<file path="src/design/mdr_regs.svh">
`ifndef MDR_REGS_SVH
`define MDR_REGS_SVH

// ==========================================================================
// Register offsets
`define MDR_OFS_STATUS     8'h10
`define MDR_OFS_SPEED_HI   8'h11
`define MDR_OFS_SPEED_LO   8'h12
`define MDR_OFS_PERIOD_HI  8'h13
`define MDR_OFS_PERIOD_LO  8'h14
`define MDR_OFS_KT_HI      8'h15
`define MDR_OFS_KT_LO      8'h16
`define MDR_OFS_CURR_HI    8'h17
`define MDR_OFS_CURR_LO    8'h18
`define MDR_OFS_IPD        8'h19
`define MDR_OFS_SUPPLY     8'h1A
`define MDR_OFS_CMD        8'h1B
`define MDR_OFS_APPLIED    8'h1C
`define MDR_OFS_FAULT      8'h1E

// ==========================================================================
// Field positions and reset values
`define MDR_ST_LSB         4
`define MDR_RST_BYTE       8'h00
`define MDR_RST_WORD       16'h0000
`define MDR_TACH_RST       1'b1

// ==========================================================================
// Timing
`define MDR_CLK_NS         10
`define MDR_TICK_NS        10000
`define MDR_TICK_CYC       (`MDR_TICK_NS / `MDR_CLK_NS)
`define MDR_TICKS_PER_S    100000
`define MDR_SPEED_SCALE    10
`define MDR_SPEED_NUM      (`MDR_SPEED_SCALE * `MDR_TICKS_PER_S)

`endif

</file>
<file path="src/design/mdr_pkg.sv">
package mdr_pkg;

  // Register read request from the serial front end
  typedef struct packed {
    logic       stb;
    logic [7:0] addr;
  } mdr_rd_req_t;

  // Status flags in register bit order, msb first
  typedef struct packed {
    logic thermal_fault_flag;
    logic sleep_flag;
    logic excess_current_flag;
    logic rotor_stall_flag;
  } mdr_status_t;

  typedef enum logic [1:0] {
    MDR_DIV_IDLE = 2'b01,
    MDR_DIV_RUN  = 2'b10
  } mdr_div_state_t;

endpackage : mdr_pkg

</file>
<file path="src/design/mdr_tach.sv">
`timescale 1ns/1ps
`include "mdr_regs.svh"

module mdr_tach
  import mdr_pkg::*;
(
  input  wire logic       i_clock,
  input  wire logic       i_rst_n,
  input  wire logic       i_comm_toggle,
  input  wire logic       i_open_loop,
  input  wire logic       i_locked,
  input  wire logic       i_start,
  input  wire logic [1:0] i_ol_sel,
  output logic            o_tach
);

  logic seen_start_q;
  logic restart_q;
  logic ol_follow;

  // Any start after the first since reset counts as a restart
  always_ff @(posedge i_clock or negedge i_rst_n)
  begin
    if (!i_rst_n)
    begin
      seen_start_q <= 1'b0;
      restart_q    <= 1'b0;
    end
    else if (i_start)
    begin
      seen_start_q <= 1'b1;
      restart_q    <= seen_start_q;
    end
  end

  assign ol_follow = (i_ol_sel == 2'd0) ||
                     ((i_ol_sel == 2'd2) && !restart_q);

  always_ff @(posedge i_clock or negedge i_rst_n)
  begin
    if (!i_rst_n)
      o_tach <= `MDR_TACH_RST;
    else if (i_locked)
      o_tach <= 1'b1;
    else if (i_open_loop && !ol_follow)
      o_tach <= 1'b1;
    else if (i_comm_toggle)
      o_tach <= ~o_tach;
  end

  property p_lock_high;
    @(posedge i_clock) disable iff (!i_rst_n)
    i_locked |=> o_tach;
  endproperty
  a_lock_high: assert property (p_lock_high)
    else $error("tach not high while locked");

  property p_ol_keep_high;
    @(posedge i_clock) disable iff (!i_rst_n)
    (i_open_loop && !i_locked && i_ol_sel == 2'd1) ##1
    (i_open_loop && !i_locked && i_ol_sel == 2'd1) |-> o_tach;
  endproperty
  a_ol_keep_high: assert property (p_ol_keep_high)
    else $error("tach toggled in hold-high open loop");

  property p_cl_toggle;
    @(posedge i_clock) disable iff (!i_rst_n)
    (!i_locked && !i_open_loop && i_comm_toggle) |=>
      (o_tach != $past(o_tach));
  endproperty
  a_cl_toggle: assert property (p_cl_toggle)
    else $error("tach missed a commutation toggle");

endmodule : mdr_tach

</file>
<file path="src/design/mdr_period.sv">
`timescale 1ns/1ps
`include "mdr_regs.svh"

module mdr_period
  import mdr_pkg::*;
(
  input  wire logic        i_clock,
  input  wire logic        i_rst_n,
  input  wire logic        i_spinning,
  input  wire logic        i_zc_u,
  output logic [15:0]      o_period,
  output logic [15:0]      o_speed
);

  localparam logic [9:0]  TICK_LAST = 10'(`MDR_TICK_CYC - 1);
  localparam logic [19:0] SPD_NUM   = 20'(`MDR_SPEED_NUM);

  logic [9:0]     pre_q;
  logic [15:0]    cnt_q;
  logic [19:0]    num_q;
  logic [19:0]    quo_q;
  logic [16:0]    rem_q;
  logic [16:0]    rem_sh;
  logic [4:0]     bit_q;
  mdr_div_state_t st_q;
  logic           capture;

  assign capture = i_zc_u && i_spinning;
  assign rem_sh  = {rem_q[15:0], num_q[19]};

  always_ff @(posedge i_clock or negedge i_rst_n)
  begin
    if (!i_rst_n)
    begin
      pre_q    <= 10'h000;
      cnt_q    <= `MDR_RST_WORD;
      o_period <= `MDR_RST_WORD;
    end
    else
    begin
      pre_q <= (pre_q == TICK_LAST || i_zc_u) ? 10'h000 : pre_q + 10'h001;
      if (i_zc_u)
        cnt_q <= `MDR_RST_WORD;
      else if (pre_q == TICK_LAST && cnt_q != 16'hFFFF)
        cnt_q <= cnt_q + 16'h0001;
      if (capture)
        o_period <= cnt_q;
    end
  end

  // speed = 10 * 1e5 / period
  always_ff @(posedge i_clock or negedge i_rst_n)
  begin
    if (!i_rst_n)
    begin
      st_q    <= MDR_DIV_IDLE;
      num_q   <= 20'h00000;
      quo_q   <= 20'h00000;
      rem_q   <= 17'h00000;
      bit_q   <= 5'h00;
      o_speed <= `MDR_RST_WORD;
    end
    else
    begin
      case (st_q)
        MDR_DIV_IDLE:
        begin
          if (capture)
          begin
            num_q <= SPD_NUM;
            quo_q <= 20'h00000;
            rem_q <= 17'h00000;
            bit_q <= 5'h00;
            st_q  <= MDR_DIV_RUN;
          end
        end
        MDR_DIV_RUN:
        begin
          num_q <= {num_q[18:0], 1'b0};
          if (rem_sh >= {1'b0, o_period})
          begin
            rem_q <= rem_sh - {1'b0, o_period};
            quo_q <= {quo_q[18:0], 1'b1};
          end
          else
          begin
            rem_q <= rem_sh;
            quo_q <= {quo_q[18:0], 1'b0};
          end
          bit_q <= bit_q + 5'h01;
          if (bit_q == 5'd19)
            st_q <= MDR_DIV_IDLE;
        end
        default: st_q <= MDR_DIV_IDLE;
      endcase
      if (st_q == MDR_DIV_RUN && bit_q == 5'd20)
        o_speed <= o_speed;
      if (st_q == MDR_DIV_IDLE && bit_q == 5'd20)
      begin
        o_speed <= (quo_q[19:16] != 4'h0) ? 16'hFFFF : quo_q[15:0];
        bit_q   <= 5'h00;
      end
    end
  end

  property p_period_capture;
    @(posedge i_clock) disable iff (!i_rst_n)
    capture |=> (o_period == $past(cnt_q));
  endproperty
  a_period_capture: assert property (p_period_capture)
    else $error("period not captured at zero crossing");

endmodule : mdr_period

</file>
<file path="src/design/mdr_readback.sv">
`timescale 1ns/1ps
`include "mdr_regs.svh"

// Summary of operation
// - Locked rotor forces tach output high.
// - Open-loop tach per two-bit select option.
// - Status shows thermal, sleep, current, stall flags.
// - Speed refreshed while spinning, high/low bytes.
// - Speed equals ten times electrical frequency.
// - High-byte read snapshots low byte for later.
// - Period in 10 us units between crossings.
// - BEMF integrated per cycle into two bytes.
// - Position code in 60-degree steps.
// - Stored code adds advance code modulo 256.
// - Supply sampled periodically into 8-bit code.
// - Speed command converted, 255 is full.
// - Applied code is limited output duty.
// - Readback follows its sources, low bytes from the high-read snapshot; readable any time.
// - Read-only registers at 0x10 to 0x1E.
module mdr_readback
  import mdr_pkg::*;
(
  input  wire logic        i_clock,
  input  wire logic        i_rst_n,
  input  wire mdr_rd_req_t i_rd,
  output logic [7:0]       o_rd_data,
  output logic             o_rd_valid,
  input  wire mdr_status_t i_status,
  input  wire logic        i_spinning,
  input  wire logic        i_zc_u,
  input  wire logic        i_bemf_vld,
  input  wire logic [11:0] i_bemf_mag,
  input  wire logic [10:0] i_current,
  input  wire logic        i_ipd_done,
  input  wire logic [2:0]  i_ipd_sector,
  input  wire logic [1:0]  i_ipd_adv_sel,
  input  wire logic        i_supply_vld,
  input  wire logic [7:0]  i_supply_code,
  input  wire logic [1:0]  i_cmd_src,
  input  wire logic [7:0]  i_pwm_duty,
  input  wire logic [7:0]  i_analog_code,
  input  wire logic [8:0]  i_i2c_speed,
  input  wire logic        i_limit_en,
  input  wire logic [7:0]  i_duty_limit,
  input  wire logic [5:0]  i_fault_code,
  input  wire logic        i_comm_toggle,
  input  wire logic        i_open_loop,
  input  wire logic        i_start,
  input  wire logic [1:0]  i_ol_sel,
  output logic             o_tach
);

  // ========================================================================
  // Helpers

  // Pair index of a two-byte register; bit 2 flags a hit
  function automatic logic [2:0] mdr_pair_of(input logic [7:0] hi_addr);
    case (hi_addr)
      `MDR_OFS_SPEED_HI:  mdr_pair_of = 3'b100;
      `MDR_OFS_PERIOD_HI: mdr_pair_of = 3'b101;
      `MDR_OFS_KT_HI:     mdr_pair_of = 3'b110;
      `MDR_OFS_CURR_HI:   mdr_pair_of = 3'b111;
      default:            mdr_pair_of = 3'b000;
    endcase
  endfunction : mdr_pair_of

  // Rotor sector to position code
  function automatic logic [7:0] mdr_sector_code(input logic [2:0] sec);
    case (sec)
      3'd1:    mdr_sector_code = 8'h2B;
      3'd2:    mdr_sector_code = 8'h55;
      3'd3:    mdr_sector_code = 8'h80;
      3'd4:    mdr_sector_code = 8'hAB;
      3'd5:    mdr_sector_code = 8'hD5;
      default: mdr_sector_code = 8'h00;
    endcase
  endfunction : mdr_sector_code

  // Advance angle to advance code
  function automatic logic [7:0] mdr_adv_code(input logic [1:0] sel);
    case (sel)
      2'd0:    mdr_adv_code = 8'h16;
      2'd1:    mdr_adv_code = 8'h2C;
      2'd2:    mdr_adv_code = 8'h3F;
      default: mdr_adv_code = 8'h55;
    endcase
  endfunction : mdr_adv_code

  // ========================================================================
  // Measured values

  logic [15:0] period_w;
  logic [15:0] speed_w;
  logic [19:0] kt_acc_q;
  logic [20:0] kt_sum;
  logic [15:0] kt_q;
  logic [7:0]  ipd_q;
  logic [7:0]  supply_q;
  logic [7:0]  cmd_q;
  logic [7:0]  applied_q;
  logic [15:0] live [4];
  logic [7:0]  snap_q [4];
  logic [2:0]  pair;
  logic [7:0]  rd_mux;

  mdr_period u_period (
    .i_clock    (i_clock),
    .i_rst_n    (i_rst_n),
    .i_spinning (i_spinning),
    .i_zc_u     (i_zc_u),
    .o_period   (period_w),
    .o_speed    (speed_w)
  );

  mdr_tach u_tach (
    .i_clock       (i_clock),
    .i_rst_n       (i_rst_n),
    .i_comm_toggle (i_comm_toggle),
    .i_open_loop   (i_open_loop),
    .i_locked      (i_status.rotor_stall_flag),
    .i_start       (i_start),
    .i_ol_sel      (i_ol_sel),
    .o_tach        (o_tach)
  );

  // Saturate instead of wrapping so a long cycle reads full scale
  assign kt_sum = {1'b0, kt_acc_q} + {9'h000, i_bemf_mag};

  always_ff @(posedge i_clock or negedge i_rst_n)
  begin
    if (!i_rst_n)
    begin
      kt_acc_q <= 20'h00000;
      kt_q     <= `MDR_RST_WORD;
    end
    else if (i_zc_u && i_spinning)
    begin
      kt_acc_q <= i_bemf_vld ? {8'h00, i_bemf_mag} : 20'h00000;
      kt_q     <= (kt_acc_q[19:16] != 4'h0) ? 16'hFFFF : kt_acc_q[15:0];
    end
    else if (i_bemf_vld && i_spinning)
      kt_acc_q <= kt_sum[20] ? 20'hFFFFF : kt_sum[19:0];
  end

  always_ff @(posedge i_clock or negedge i_rst_n)
  begin
    if (!i_rst_n)
      ipd_q <= `MDR_RST_BYTE;
    else if (i_ipd_done)
      ipd_q <= mdr_sector_code(i_ipd_sector) + mdr_adv_code(i_ipd_adv_sel);
  end

  always_ff @(posedge i_clock or negedge i_rst_n)
  begin
    if (!i_rst_n)
      supply_q <= `MDR_RST_BYTE;
    else if (i_supply_vld)
      supply_q <= i_supply_code;
  end

  always_ff @(posedge i_clock or negedge i_rst_n)
  begin
    if (!i_rst_n)
      cmd_q <= `MDR_RST_BYTE;
    else
    begin
      case (i_cmd_src)
        2'd0:    cmd_q <= i_pwm_duty;
        2'd1:    cmd_q <= i_analog_code;
        default: cmd_q <= (i_i2c_speed[8:1] == 8'hFF || i_i2c_speed[8])
                          ? 8'hFF : i_i2c_speed[7:0];
      endcase
    end
  end

  always_ff @(posedge i_clock or negedge i_rst_n)
  begin
    if (!i_rst_n)
      applied_q <= `MDR_RST_BYTE;
    else if (i_limit_en && i_duty_limit < cmd_q)
      applied_q <= i_duty_limit;
    else
      applied_q <= cmd_q;
  end

  assign live[0] = speed_w;
  assign live[1] = period_w;
  assign live[2] = kt_q;
  assign live[3] = {5'h00, i_current};

  // ========================================================================
  // Read port

  assign pair = mdr_pair_of(i_rd.addr);

  // snapshot on high read, held until next
  always_ff @(posedge i_clock or negedge i_rst_n)
  begin
    if (!i_rst_n)
    begin
      for (int i = 0; i < 4; i++)
        snap_q[i] <= `MDR_RST_BYTE;
    end
    else if (i_rd.stb && pair[2])
      snap_q[pair[1:0]] <= live[pair[1:0]][7:0];
  end

  always_comb
  begin
    rd_mux = `MDR_RST_BYTE;
    case (i_rd.addr)
      `MDR_OFS_STATUS:    rd_mux = {i_status, 4'h0};
      `MDR_OFS_SPEED_HI:  rd_mux = live[0][15:8];
      `MDR_OFS_SPEED_LO:  rd_mux = snap_q[0];
      `MDR_OFS_PERIOD_HI: rd_mux = live[1][15:8];
      `MDR_OFS_PERIOD_LO: rd_mux = snap_q[1];
      `MDR_OFS_KT_HI:     rd_mux = live[2][15:8];
      `MDR_OFS_KT_LO:     rd_mux = snap_q[2];
      `MDR_OFS_CURR_HI:   rd_mux = live[3][15:8];
      `MDR_OFS_CURR_LO:   rd_mux = snap_q[3];
      `MDR_OFS_IPD:       rd_mux = ipd_q;
      `MDR_OFS_SUPPLY:    rd_mux = supply_q;
      `MDR_OFS_CMD:       rd_mux = cmd_q;
      `MDR_OFS_APPLIED:   rd_mux = applied_q;
      `MDR_OFS_FAULT:     rd_mux = {2'b00, i_fault_code};
      default:            rd_mux = `MDR_RST_BYTE;
    endcase
  end

  always_ff @(posedge i_clock or negedge i_rst_n)
  begin
    if (!i_rst_n)
    begin
      o_rd_data  <= `MDR_RST_BYTE;
      o_rd_valid <= 1'b0;
    end
    else
    begin
      o_rd_valid <= i_rd.stb;
      if (i_rd.stb)
        o_rd_data <= rd_mux;
    end
  end

  // ========================================================================
  // Checks

  property p_snap_hold;
    @(posedge i_clock) disable iff (!i_rst_n)
    !(i_rd.stb && i_rd.addr == `MDR_OFS_SPEED_HI) |=> $stable(snap_q[0]);
  endproperty
  a_snap_hold: assert property (p_snap_hold)
    else $error("speed snapshot changed without a high read");

  property p_snap_take;
    @(posedge i_clock) disable iff (!i_rst_n)
    (i_rd.stb && i_rd.addr == `MDR_OFS_PERIOD_HI) |=>
      (snap_q[1] == $past(period_w[7:0]));
  endproperty
  a_snap_take: assert property (p_snap_take)
    else $error("period low byte not captured on high read");

  property p_lo_read;
    @(posedge i_clock) disable iff (!i_rst_n)
    (i_rd.stb && i_rd.addr == `MDR_OFS_SPEED_LO) |=>
      (o_rd_valid && o_rd_data == $past(snap_q[0]));
  endproperty
  a_lo_read: assert property (p_lo_read)
    else $error("low byte read did not return the snapshot");

  property p_status;
    @(posedge i_clock) disable iff (!i_rst_n)
    (i_rd.stb && i_rd.addr == `MDR_OFS_STATUS) |=>
      (o_rd_data[7:4] == $past(i_status) && o_rd_data[3:0] == 4'h0);
  endproperty
  a_status: assert property (p_status)
    else $error("status readback wrong");

  property p_unmapped;
    @(posedge i_clock) disable iff (!i_rst_n)
    (i_rd.stb && (i_rd.addr < `MDR_OFS_STATUS ||
                  i_rd.addr > `MDR_OFS_FAULT ||
                  i_rd.addr == 8'h1D)) |=>
      (o_rd_valid && o_rd_data == 8'h00);
  endproperty
  a_unmapped: assert property (p_unmapped)
    else $error("unmapped address did not read zero");

  property p_ipd;
    @(posedge i_clock) disable iff (!i_rst_n)
    (i_ipd_done && i_ipd_sector == 3'd5 && i_ipd_adv_sel == 2'd3) |=>
      (ipd_q == 8'h2A);
  endproperty
  a_ipd: assert property (p_ipd)
    else $error("position code did not wrap modulo 256");

  property p_applied;
    @(posedge i_clock) disable iff (!i_rst_n)
    (!i_limit_en) |=> (applied_q == $past(cmd_q));
  endproperty
  a_applied: assert property (p_applied)
    else $error("applied code differs from command without limiting");

  property p_supply;
    @(posedge i_clock) disable iff (!i_rst_n)
    i_supply_vld ##1 !i_supply_vld |-> (supply_q == $past(i_supply_code));
  endproperty
  a_supply: assert property (p_supply)
    else $error("supply code not stored");

  property p_speed_take;
    @(posedge i_clock) disable iff (!i_rst_n)
    (i_rd.stb && i_rd.addr == `MDR_OFS_SPEED_HI) |=>
      (snap_q[0] == $past(speed_w[7:0]));
  endproperty
  a_speed_take: assert property (p_speed_take)
    else $error("speed low byte not captured on high read");

  property p_hi_read;
    @(posedge i_clock) disable iff (!i_rst_n)
    (i_rd.stb && i_rd.addr == `MDR_OFS_SPEED_HI) |=>
      (o_rd_valid && o_rd_data == $past(speed_w[15:8]));
  endproperty
  a_hi_read: assert property (p_hi_read)
    else $error("speed high byte read did not return the live value");

  property p_kt_store;
    @(posedge i_clock) disable iff (!i_rst_n)
    (i_zc_u && i_spinning && kt_acc_q[19:16] == 4'h0) |=>
      (kt_q == $past(kt_acc_q[15:0]));
  endproperty
  a_kt_store: assert property (p_kt_store)
    else $error("integrated value not stored at the crossing");

  property p_cmd_pwm;
    @(posedge i_clock) disable iff (!i_rst_n)
    (i_cmd_src == 2'd0) |=> (cmd_q == $past(i_pwm_duty));
  endproperty
  a_cmd_pwm: assert property (p_cmd_pwm)
    else $error("command code does not follow the duty input");

endmodule : mdr_readback

</file>
<file path="config.mk">
export PLATFORM = sky130hd
export DESIGN_NAME = mdr_readback
export DESIGN_NICKNAME = d
export VERILOG_FILES = /design/src/design/mdr_pkg.sv /design/src/design/mdr_tach.sv /design/src/design/mdr_period.sv /design/src/design/mdr_readback.sv
export VERILOG_INCLUDE_DIRS = /design/src /design/src/design
export SDC_FILE = /design/constraint.sdc
export NUM_CORES = 1
export LEC_CHECK = 0
export BUFFER_PORTS_ARGS = -buffer_cell sky130_fd_sc_hd__buf_4
export CAP_MARGIN = 25
export CORE_UTILIZATION = 41
export DETAILED_ROUTE_END_ITERATION = 8
export PLACE_DENSITY_LB_ADDON = 0.25
export SYNTH_ARGS = -nofsm -noshare
export SYNTH_HDL_FRONTEND = slang
export SYNTH_SLANG_ARGS = --single-unit
</file>
<file path="constraint.sdc">
create_clock -name i_clock -period 6.1 [get_ports i_clock]
set_input_delay 0.61 -clock i_clock [delete_from_list [all_inputs] [get_ports i_clock]]
set_output_delay 0.61 -clock i_clock [all_outputs]
set_load 0.02 [all_outputs]
</file>
After elaboration in Yosys (flattened, before gate mapping). Cells that the tools add are included.

Add/sub/neg operators: 6. Order comparisons: 4. Equal/unequal tests: 33. Muxes and demuxes: 41. Bitwise gates (word level): 2. Reductions and logical operators: 27.

Operator list (number): equality test 8 x 5 -> 1 bit, second input constant (14); one-hot mux 8 bit (14 select lines) (1); 2-to-1 mux 20 bit (5); 2-to-1 mux 16 bit (6); one-hot mux 20 bit (2 select lines) (2); 2-to-1 mux 8 bit (7); one-hot mux 8 bit (5 select lines) (1); binary-select mux 16 bit (select 2 bit) (1); bitwise mux 32 bit (1); one-hot mux 16 bit (2 select lines) (1); adder 20 x 12 -> 21 bit (1); one-hot mux 7 bit (3 select lines) (1); >= comparator 17 x 16 -> 1 bit (1); adder 16 x 1 -> 16 bit, second input constant (1); demux 8 bit (select 2 bit) (1); inequality test 16 bit, second input constant (1); one-hot mux 8 bit (2 select lines) (1); subtractor 16 bit (1); 2-to-1 mux 12 bit (1); one-hot mux 3 bit (4 select lines) (1); adder 10 x 1 -> 10 bit, second input constant (1); equality test 10 bit, second input constant (1); equality test 5 bit, second input constant (2); 2-to-1 mux 10 bit (1); 28 further kinds (59).

Flip-flop bits (word level): 233. Bits of input ports: 103. Output and inout port bits: 10.

Longest topological paths before layout. Gate-level depths: netlist (run 1).

Depth in word-level cells: 8. Gate-level depth with buffers: 11.

Modules after synthesis. Synthesis (run 1) repeated with hierarchy kept, for this count alone.

Cells, all modules: 1286. Area, all modules: 12678.4 um^2.

By module, submodules not included: mdr_readback (instances 1, cells each 671, area each 6680.2 um^2); mdr_period (instances 1, cells each 607, area each 5879.4 um^2); mdr_tach (instances 1, cells each 8, area each 118.9 um^2).

Worst setup path after synthesis (run 1). No wires, ideal clock.

Path kind: in2reg. Start: in i_ipd_sector[1]. End: reg ipd_q[6]. Arrival time: 2606 ps. Data required time: 5975 ps. Path slack: 3369 ps. Stages: 11. Buffers on the path: 0. Cell sequence: inv_1 -> ha_1 -> nor3_1 -> a21oi_1 -> o22ai_1 -> ha_1 -> fa_1 -> o21a_1 -> a221oi_1 -> xnor2_1 -> mux2_2.

Cells in the longest elaborated chain, start to end: 4.

RTL lines: from (decl) (RTL line mdr_readback.sv:35) `input wire logic [2:0] i_ipd_sector,`; equality test 3 bit, or another cell as far along (RTL line mdr_readback.sv:69) `case (sec)`; one-hot mux 8 bit (5 select lines) (*) (RTL line mdr_readback.sv:69); 2-to-1 mux 8 bit (*) (RTL line mdr_readback.sv:149) `else if (i_ipd_done)`; adder 8 bit (*) (RTL line mdr_readback.sv:150) `ipd_q <= mdr_sector_code(i_ipd_sector) + mdr_adv_code(i_ipd_adv_sel);`; to (signal assigned) (RTL line mdr_readback.sv:148) `` ipd_q <= `MDR_RST_BYTE; ``; to (signal assigned) (RTL line mdr_readback.sv:150); to (decl) (RTL line mdr_readback.sv:97) `logic [7:0] ipd_q;`.

Every way passes the cells marked *; elsewhere a longest branch is shown, timed or not. The select of a mux whose other input is x is not followed. A chain may end at the register's enable or synchronous reset.

Final worst setup path (run 1).
Start: reg kt_acc_q[0]. End: reg kt_acc_q[0].

Cells in the longest elaborated chain, start to end: 4.

RTL lines: from (decl) (RTL line mdr_readback.sv:94) `logic [19:0] kt_acc_q;`; from (signal assigned) (RTL line mdr_readback.sv:138) `kt_acc_q <= i_bemf_vld ? {8'h00, i_bemf_mag} : 20'h00000;`; from (signal assigned) (RTL line mdr_readback.sv:142) `kt_acc_q <= kt_sum[20] ? 20'hFFFFF : kt_sum[19:0];`; adder 20 x 12 -> 21 bit (RTL line mdr_readback.sv:127) `assign kt_sum = {1'b0, kt_acc_q} + {9'h000, i_bemf_mag};`; 2-to-1 mux 20 bit (RTL line mdr_readback.sv:142); 2-to-1 mux 20 bit (RTL line mdr_readback.sv:141) `else if (i_bemf_vld && i_spinning)`; 2-to-1 mux 20 bit (RTL line mdr_readback.sv:136) `else if (i_zc_u && i_spinning)`.

No other way between the ends. The select of a mux whose other input is x is not followed.

==> results of run 1 <==
-- through the flow --
stage	utilization (%)	cell area [sq um]
after floorplan	-	12400
after global placement	45.6	13500
after detailed placement	45.6	13500
after CTS	48.9	14500
after global routing	49.0	14600
final	49.0	14600
-- worst max-delay path: stages, from the launching register on --
cell and delay (ns):
dfrtp_1 0.40, ha_1 0.19, inv_1 0.06, fa_1 0.40
nor2b_1 0.16, o31a_1 0.19, o21ai_0 0.13, a31oi_1 0.57
nand3_1 0.45, a21oi_1 0.28, a22o_1 0.15
-- registers in the layout (all words and copies together), names as in the netlist --
name,flops
snap_q,32
kt_acc_q,20
u_period.quo_q,20
kt_q,16
u_period.cnt_q,16
u_period.o_period,16
u_period.o_speed,16
u_period.rem_q,16
u_period.num_q,14
u_period.pre_q,10
applied_q,8
cmd_q,8
ipd_q,8
o_rd_data,8
supply_q,8
u_period.bit_q,5
u_period.st_q,2
o_rd_valid,1
u_tach.o_tach,1
u_tach.restart_q,1
u_tach.seen_start_q,1
-- power groups by stage --
stage	logic, mW	registers, mW	clock network (mW)
2_1_floorplan	1.16	1.75	0
3_3_place_gp	1.49	1.80	0
3_5_place_dp	1.51	1.81	0
4_1_cts	1.52	1.78	1.81
5_1_grt	1.73	1.80	1.88
6_report	1.53	1.79	1.77
-- metal layers --
layer	wire length, microns	track usage [%]	vias up
met5	0	0	-
met4	612	5.07	0
met3	2040	3.85	42
met2	14200	32.4	268
met1	14800	30.7	4962
li1	-	-	4742
-- area by class of cell --
class	count	area [sq um]	area share, %
clock inverters	15	263	1.80
inverters	60	225	1.55
flip-flops and latches	227	5680	39.0
multi-input cells	896	6260	42.9
clock buffers	32	724	4.97
well taps	390	488	3.35
repair buffers	120	928	6.37
-- logic make-up (layout without fill, tap and decap cells) --
group           after synthesis  count (layout)  synth area share, %
compound gates              355             355                 19.7
xor+xnor                     42              42                 2.97
fa+ha+maj                    54              54                 5.63
buf+inv                     120             227                 3.88
flops                       227             227                 45.8
mux                          79              79                 7.62
simple gates                366             366                 14.4
-- how the worst max path moves through the flow --
stage / startpoint / end / slack [ns] / cells after the start
after floorplan: i_ipd_sector[1] / ipd_q[6]$_DFFE_PN0P_ / 3.37 / 11
after global placement: i_bemf_mag[0] / kt_acc_q[7]$_DFFE_PN0P_ / 2.91 / 11
after detailed placement: i_bemf_mag[0] / kt_acc_q[0]$_DFFE_PN0P_ / 2.80 / 11
after CTS: kt_acc_q[0]$_DFFE_PN0P_ / kt_acc_q[0]$_DFFE_PN0P_ / 3.05 / 10
after global routing: u_period.o_period[10]$_DFFE_PN0P_ / u_period.rem_q[15]$_DFFE_PN0P_ / 2.76 / 10
final: kt_acc_q[0]$_DFFE_PN0P_ / kt_acc_q[0]$_DFFE_PN0P_ / 3.06 / 10
-- synthesized netlist by cell type, drive strengths merged (6+ instances only) --
master / instances / area share [%]
and3: 16 / 0.81
xnor2: 19 / 1.3
o22ai: 7 / 0.35
nand2: 116 / 3.6
ha: 51 / 5.1
a22oi: 6 / 0.36
a221oi: 7 / 0.49
a31oi: 20 / 1.0
a22o: 28 / 2.0
mux2: 54 / 4.9
o2bb2ai: 6 / 0.42
a211oi: 15 / 0.91
o311ai: 11 / 0.78
nand4: 10 / 0.50
mux2i: 18 / 1.5
o21a: 8 / 0.48
nor2: 96 / 3.2
nor2b: 19 / 0.96
clkbuf: 43 / 1.3
a32oi: 8 / 0.56
o22a: 21 / 1.5
inv: 57 / 1.7
or3: 8 / 0.40
buf: 17 / 0.77
a2bb2oi: 8 / 0.56
mux4: 7 / 1.3
nor3: 19 / 0.77
or2: 10 / 0.50
nand3: 36 / 1.5
o31ai: 8 / 0.48
a21o: 11 / 0.67
dfrtp: 225 / 45
a222oi: 8 / 0.65
xor2: 23 / 1.6
o21ai: 89 / 3.6
a21oi: 60 / 2.4
nand2b: 11 / 0.55
==> run metrics, run 1 <==
outcome=completed; gpl congestion=between 0.8 and 0.9; Worst setup EP type=flip-flop; Clk Latency, worst-skew pair=between 0.5 and 0.6 ns; post-detail-place hpwl=around 23000 microns; io pins=113; root buffer cell=clkbuf_16; row count=63; Filler cells=2744; Vias/cell=between 5 and 6; Post-synth EDFFs=0; Non-Filler Instances=approximately 1700; Fin Setup TNS=0 ns; Leakage Power=between 6 and 7 nW; cts bufs inserted=26; ys flop type=dfrtp_1; Fin Clk Skew=approximately 0.013 ns; Min Hold Slack=just over 0.1 ns; total nets after synthesis=between 1000 and 1500; IO Port Bufs=around 110; TritonCTS Sinks=approximately 230; area growth from synthesis to layout=17.4%; DRC violations left=0; final worst setup slack=around 3.1 ns; Net Sw Frac=between 30% and 40%; share of total power in combinational logic=30.0%; final worst path period share=49.9%; FMAX=329 MHz; clock share of power=34.9%; Post-CTS Setup Inserts=0; Post-Syn Instances=1243; RR Endpoint=kt_acc_q[0]$_DFFE_PN0P_; drt pass-1 iters=7; largest net degree at the start of global routing=slightly below 100; chip width=about 180 microns; post-route minimum period=between 3 and 4 ns; area of the mapped netlist=12400 sq um; cts hold-fix bufs=0; Pwr Total=5.09 mW; initial core utilization=around two fifths; CTS tree=yes; Seq pwr share=roughly a third; DRT iter0 DRCs=about 700; FFs w/ async S/R, synth=100%; sequential fraction of the synthesis area=a little under half; Total Routing Usage GR=21.1%; worst r2r src=kt_acc_q[0]$_DFFE_PN0P_; Die ar.=~31000 sq um; critical path type=flip-flop to flip-flop; Synth Area per Inst=roughly 10 sq um; Worst-Margin Slew=between 0.8 and 0.9 ns; gr ovfl total=0; Distinct cells, synth=between 70 and 80; Final #Nets=approximately 1500; core outline area=~30000 sq um; routed len/inst=18.2 microns; first-pass GRT wire length=approximately 52000 microns; DP Worst Slack=approximately 2.8 ns; count of final hold-check violations=0; Clock transition at path regs=0.06 ns; WP data required=approximately 6.6 ns; worst hold path type=input pin to async pin; via count of the first global-routing pass=between 9000 and 10000; RSZ-0062 raised after global routing=no; Synth Warn #=0; Crit Path Max Fanout=10; CTS resizes=0; vias=10000; Internal=approximately 3.4 mW; Die H=approximately 180 microns; Detail Route Antenna Nets=0; Antenna Cells=0; CP startpoint kind=flip-flop; WL final=31700 microns; layout cells sized above 1=a little under a fifth; placed insts=about 1700; initial antenna violation count=0; reg2reg setup slack=3.06 ns; synthesized flop and latch total=around 230; Clock Tree Buf Depth=3; most frequent cells in the layout=dfrtp_1 (225), buf_4 (118), nand2_1 (115); most common cell after layout, fill and taps aside=dfrtp_1; r2r worst-path depth=10; Max Cap Viol=0; Max VDD drop=0.231 mV; H-Tree Depth=1; crit path DAT=approximately 3.5 ns; PwrDens=349 nW/um^2; Net Sw Power=between 1.5 and 2 mW; max_slew headroom=43.3%; Slew Limit Fails=0; endpoints failing setup=0
(Power assumes the default switching activity.)
==> run 2, diff against run 1 <==
- clock period: 6.1 -> 2.9 ns (I/O delays scaled with it)
==> run metrics, run 2 (synthesized netlist as in run 1, its figures left out) <==
largest net degree at the start of global routing=72; endpoints failing setup=0; worst path cell trace=inv_1 -> ha_1 -> nand3_1 -> o221a_2 -> or2_1 -> a31oi_2 -> o32ai_4 -> buf_4 -> or4b_1 -> nand2_1; Hold Path Stages=2; max reg flops=32; RSZ-0062 raised after global routing=no; WL final=roughly 32000 microns; Crit Path Max Fanout=8; count of final hold-check violations=0; Final #Nets=1526; max incr delay on CP=slightly above 0.5 ns; M1 WL=~15000 microns; initial core utilization=41.7%; Total Routing Usage GR=about a fifth; Pwr Total=10.4 mW; r2r worst-path depth=10; DP Area=13700 sq um; TritonCTS Sinks=roughly 230; Max Cap Viol=0; final worst path period share=94.0%; area growth from synthesis to layout=19.2%; worst r2r src=u_period.o_period[6]$_DFFE_PN0P_; Largest Register=snap_q; hold endpoint=applied_q[0]$_DFF_PN0_; worst hold path type=input pin to flip-flop; outcome=completed; Largest regs=snap_q: 32 flops, kt_acc_q: 20 flops, u_period.quo_q: 20 flops; IO Port Bufs=112; reg2reg setup slack=roughly 0.17 ns; DRC violations left=0; root buffer cell=clkbuf_16; Util after Layout=just under 50%; Antenna Cells=0; FMAX=~370 MHz; cts bufs inserted=26; drt pass-1 iters=5; most common cell after layout, fill and taps aside=dfrtp_1; Leakage Power=approximately 6.7 nW; Filler cells=roughly 2700; Worst setup EP type=flip-flop; most frequent cells in the layout=dfrtp_1 (225), buf_4 (140), nand2_1 (115); via count of the first global-routing pass=9763; Min Hold Slack=0.0139 ns; Clock transition at path regs=around 0.060 ns; io pins=113; vias=approximately 10000; Max VDD drop=between 0.4 and 0.5 mV; DR WL met2=between 10000 and 15000 microns; crit path DAT=about 3.2 ns; Slowest-stage cell, CP=or4b_1; post-detail-place hpwl=23700 microns; final instance area=14800 sq um; Die ar.=between 30000 and 40000 sq um; H-Tree Depth=1; post-route minimum period=2.73 ns; DR top layer=met5; row count=63; area of the multi-input gates=6280 sq um; gr ovfl total=0; CTS tree=yes; Die H=between 150 and 200 microns; metal3 WL=between 2000 and 2500 microns; critical path type=flip-flop to flip-flop; CP startpoint kind=flip-flop; first-pass GRT wire length=roughly 53000 microns; Clock Tree Buf Depth=3; initial antenna violation count=1; Detail Route Antenna Nets=0; Slew Limit Fails=0; PwrDens=706 nW/um^2; Clk Latency, worst-skew pair=between 0.5 and 0.6 ns; max_slew headroom=a little over a third; Vias/cell=5.65; RR Endpoint=u_period.rem_q[10]$_DFFE_PN0P_; routed len/inst=18.2 microns; Fin Clk Skew=around 0.013 ns; Worst-Margin Slew=0.951 ns; Register Area=around 5700 sq um; chip width=approximately 180 microns; Fin Setup TNS=0 ns; HP Start=i_duty_limit[0]; DRT iter0 DRCs=733; layout cells sized above 1=19.5%; WP data required=between 3 and 4 ns; gpl congestion=roughly 0.9; core outline area=29700 sq um
-- run 2: repair_timing --
| item | in CTS | in global routing |
|---|---|---|
| setup endpoints to repair | 0 | 8 |
| gates resized for setup | 0 | 4 |
| endpoints found under the hold margin | 81 | 0 |
| hold buffers | 16 | 0 |
| buffers inserted | 0 | 0 |
-- run 2: metrics by stage --
stage | instances | setup WS [ns]
floorplan | 1243 | 0.469
global placement | 1715 | 0.198
detailed placement | 1715 | 0.209
CTS | 1778 | 0.189
global route | 1778 | 0.0134
finish | 1778 | 0.173
-- run 2: critical path, delay by kind of cell (launching register included) --
kind	cells	cell delay, ns
and+or+nand+nor	4	1.01
AOI/OAI and AO/OA	3	0.67
adders and majority gates	1	0.36
DFF	1	0.35
buffers and inverters	2	0.27
-- run 2: area by class of cell --
type	instances	area share [%]
Clock buffer	40	5.37
Clock inverter	7	0.457
Sequential cell	227	38.4
Tap cell	390	3.30
Inverter	60	1.52
Timing Repair Buffer	158	8.43
Multi-Input combinational cell	896	42.5
-- run 2: worst max-delay path by stage --
stage                                     startpoint                             end  slack (ns)  cells past startpoint
global placement                             i_rd[1]        o_rd_data[5]$_DFFE_PN0P_        0.20                      8
finish              u_period.o_period[6]$_DFFE_PN0P_  u_period.rem_q[10]$_DFFE_PN0P_        0.17                     10
detailed placement    u_period.rem_q[11]$_DFFE_PN0P_  u_period.rem_q[10]$_DFFE_PN0P_        0.21                      9
global route          u_period.rem_q[11]$_DFFE_PN0P_  u_period.rem_q[10]$_DFFE_PN0P_        0.01                      9
floorplan                    kt_acc_q[0]$_DFFE_PN0P_         kt_acc_q[7]$_DFFE_PN0P_        0.47                     11
CTS                   u_period.rem_q[11]$_DFFE_PN0P_  u_period.rem_q[10]$_DFFE_PN0P_        0.19                      9
-- run 2: routing by layer --
metal	vias to the layer above	track usage, %
li1	4823	-
met1	4880	30.8
met2	291	32.4
met3	52	3.79
met4	2	6.23
met5	-	0
-- run 2: power by group --
group / switching (mW) / leakage, nW / total, mW / internal [mW]
Sequential: 0.261 / 2.97 / 3.74 / 3.48
Clock: 1.28 / 0.429 / 3.25 / 1.97
Combinational: 1.90 / 3.26 / 3.45 / 1.55
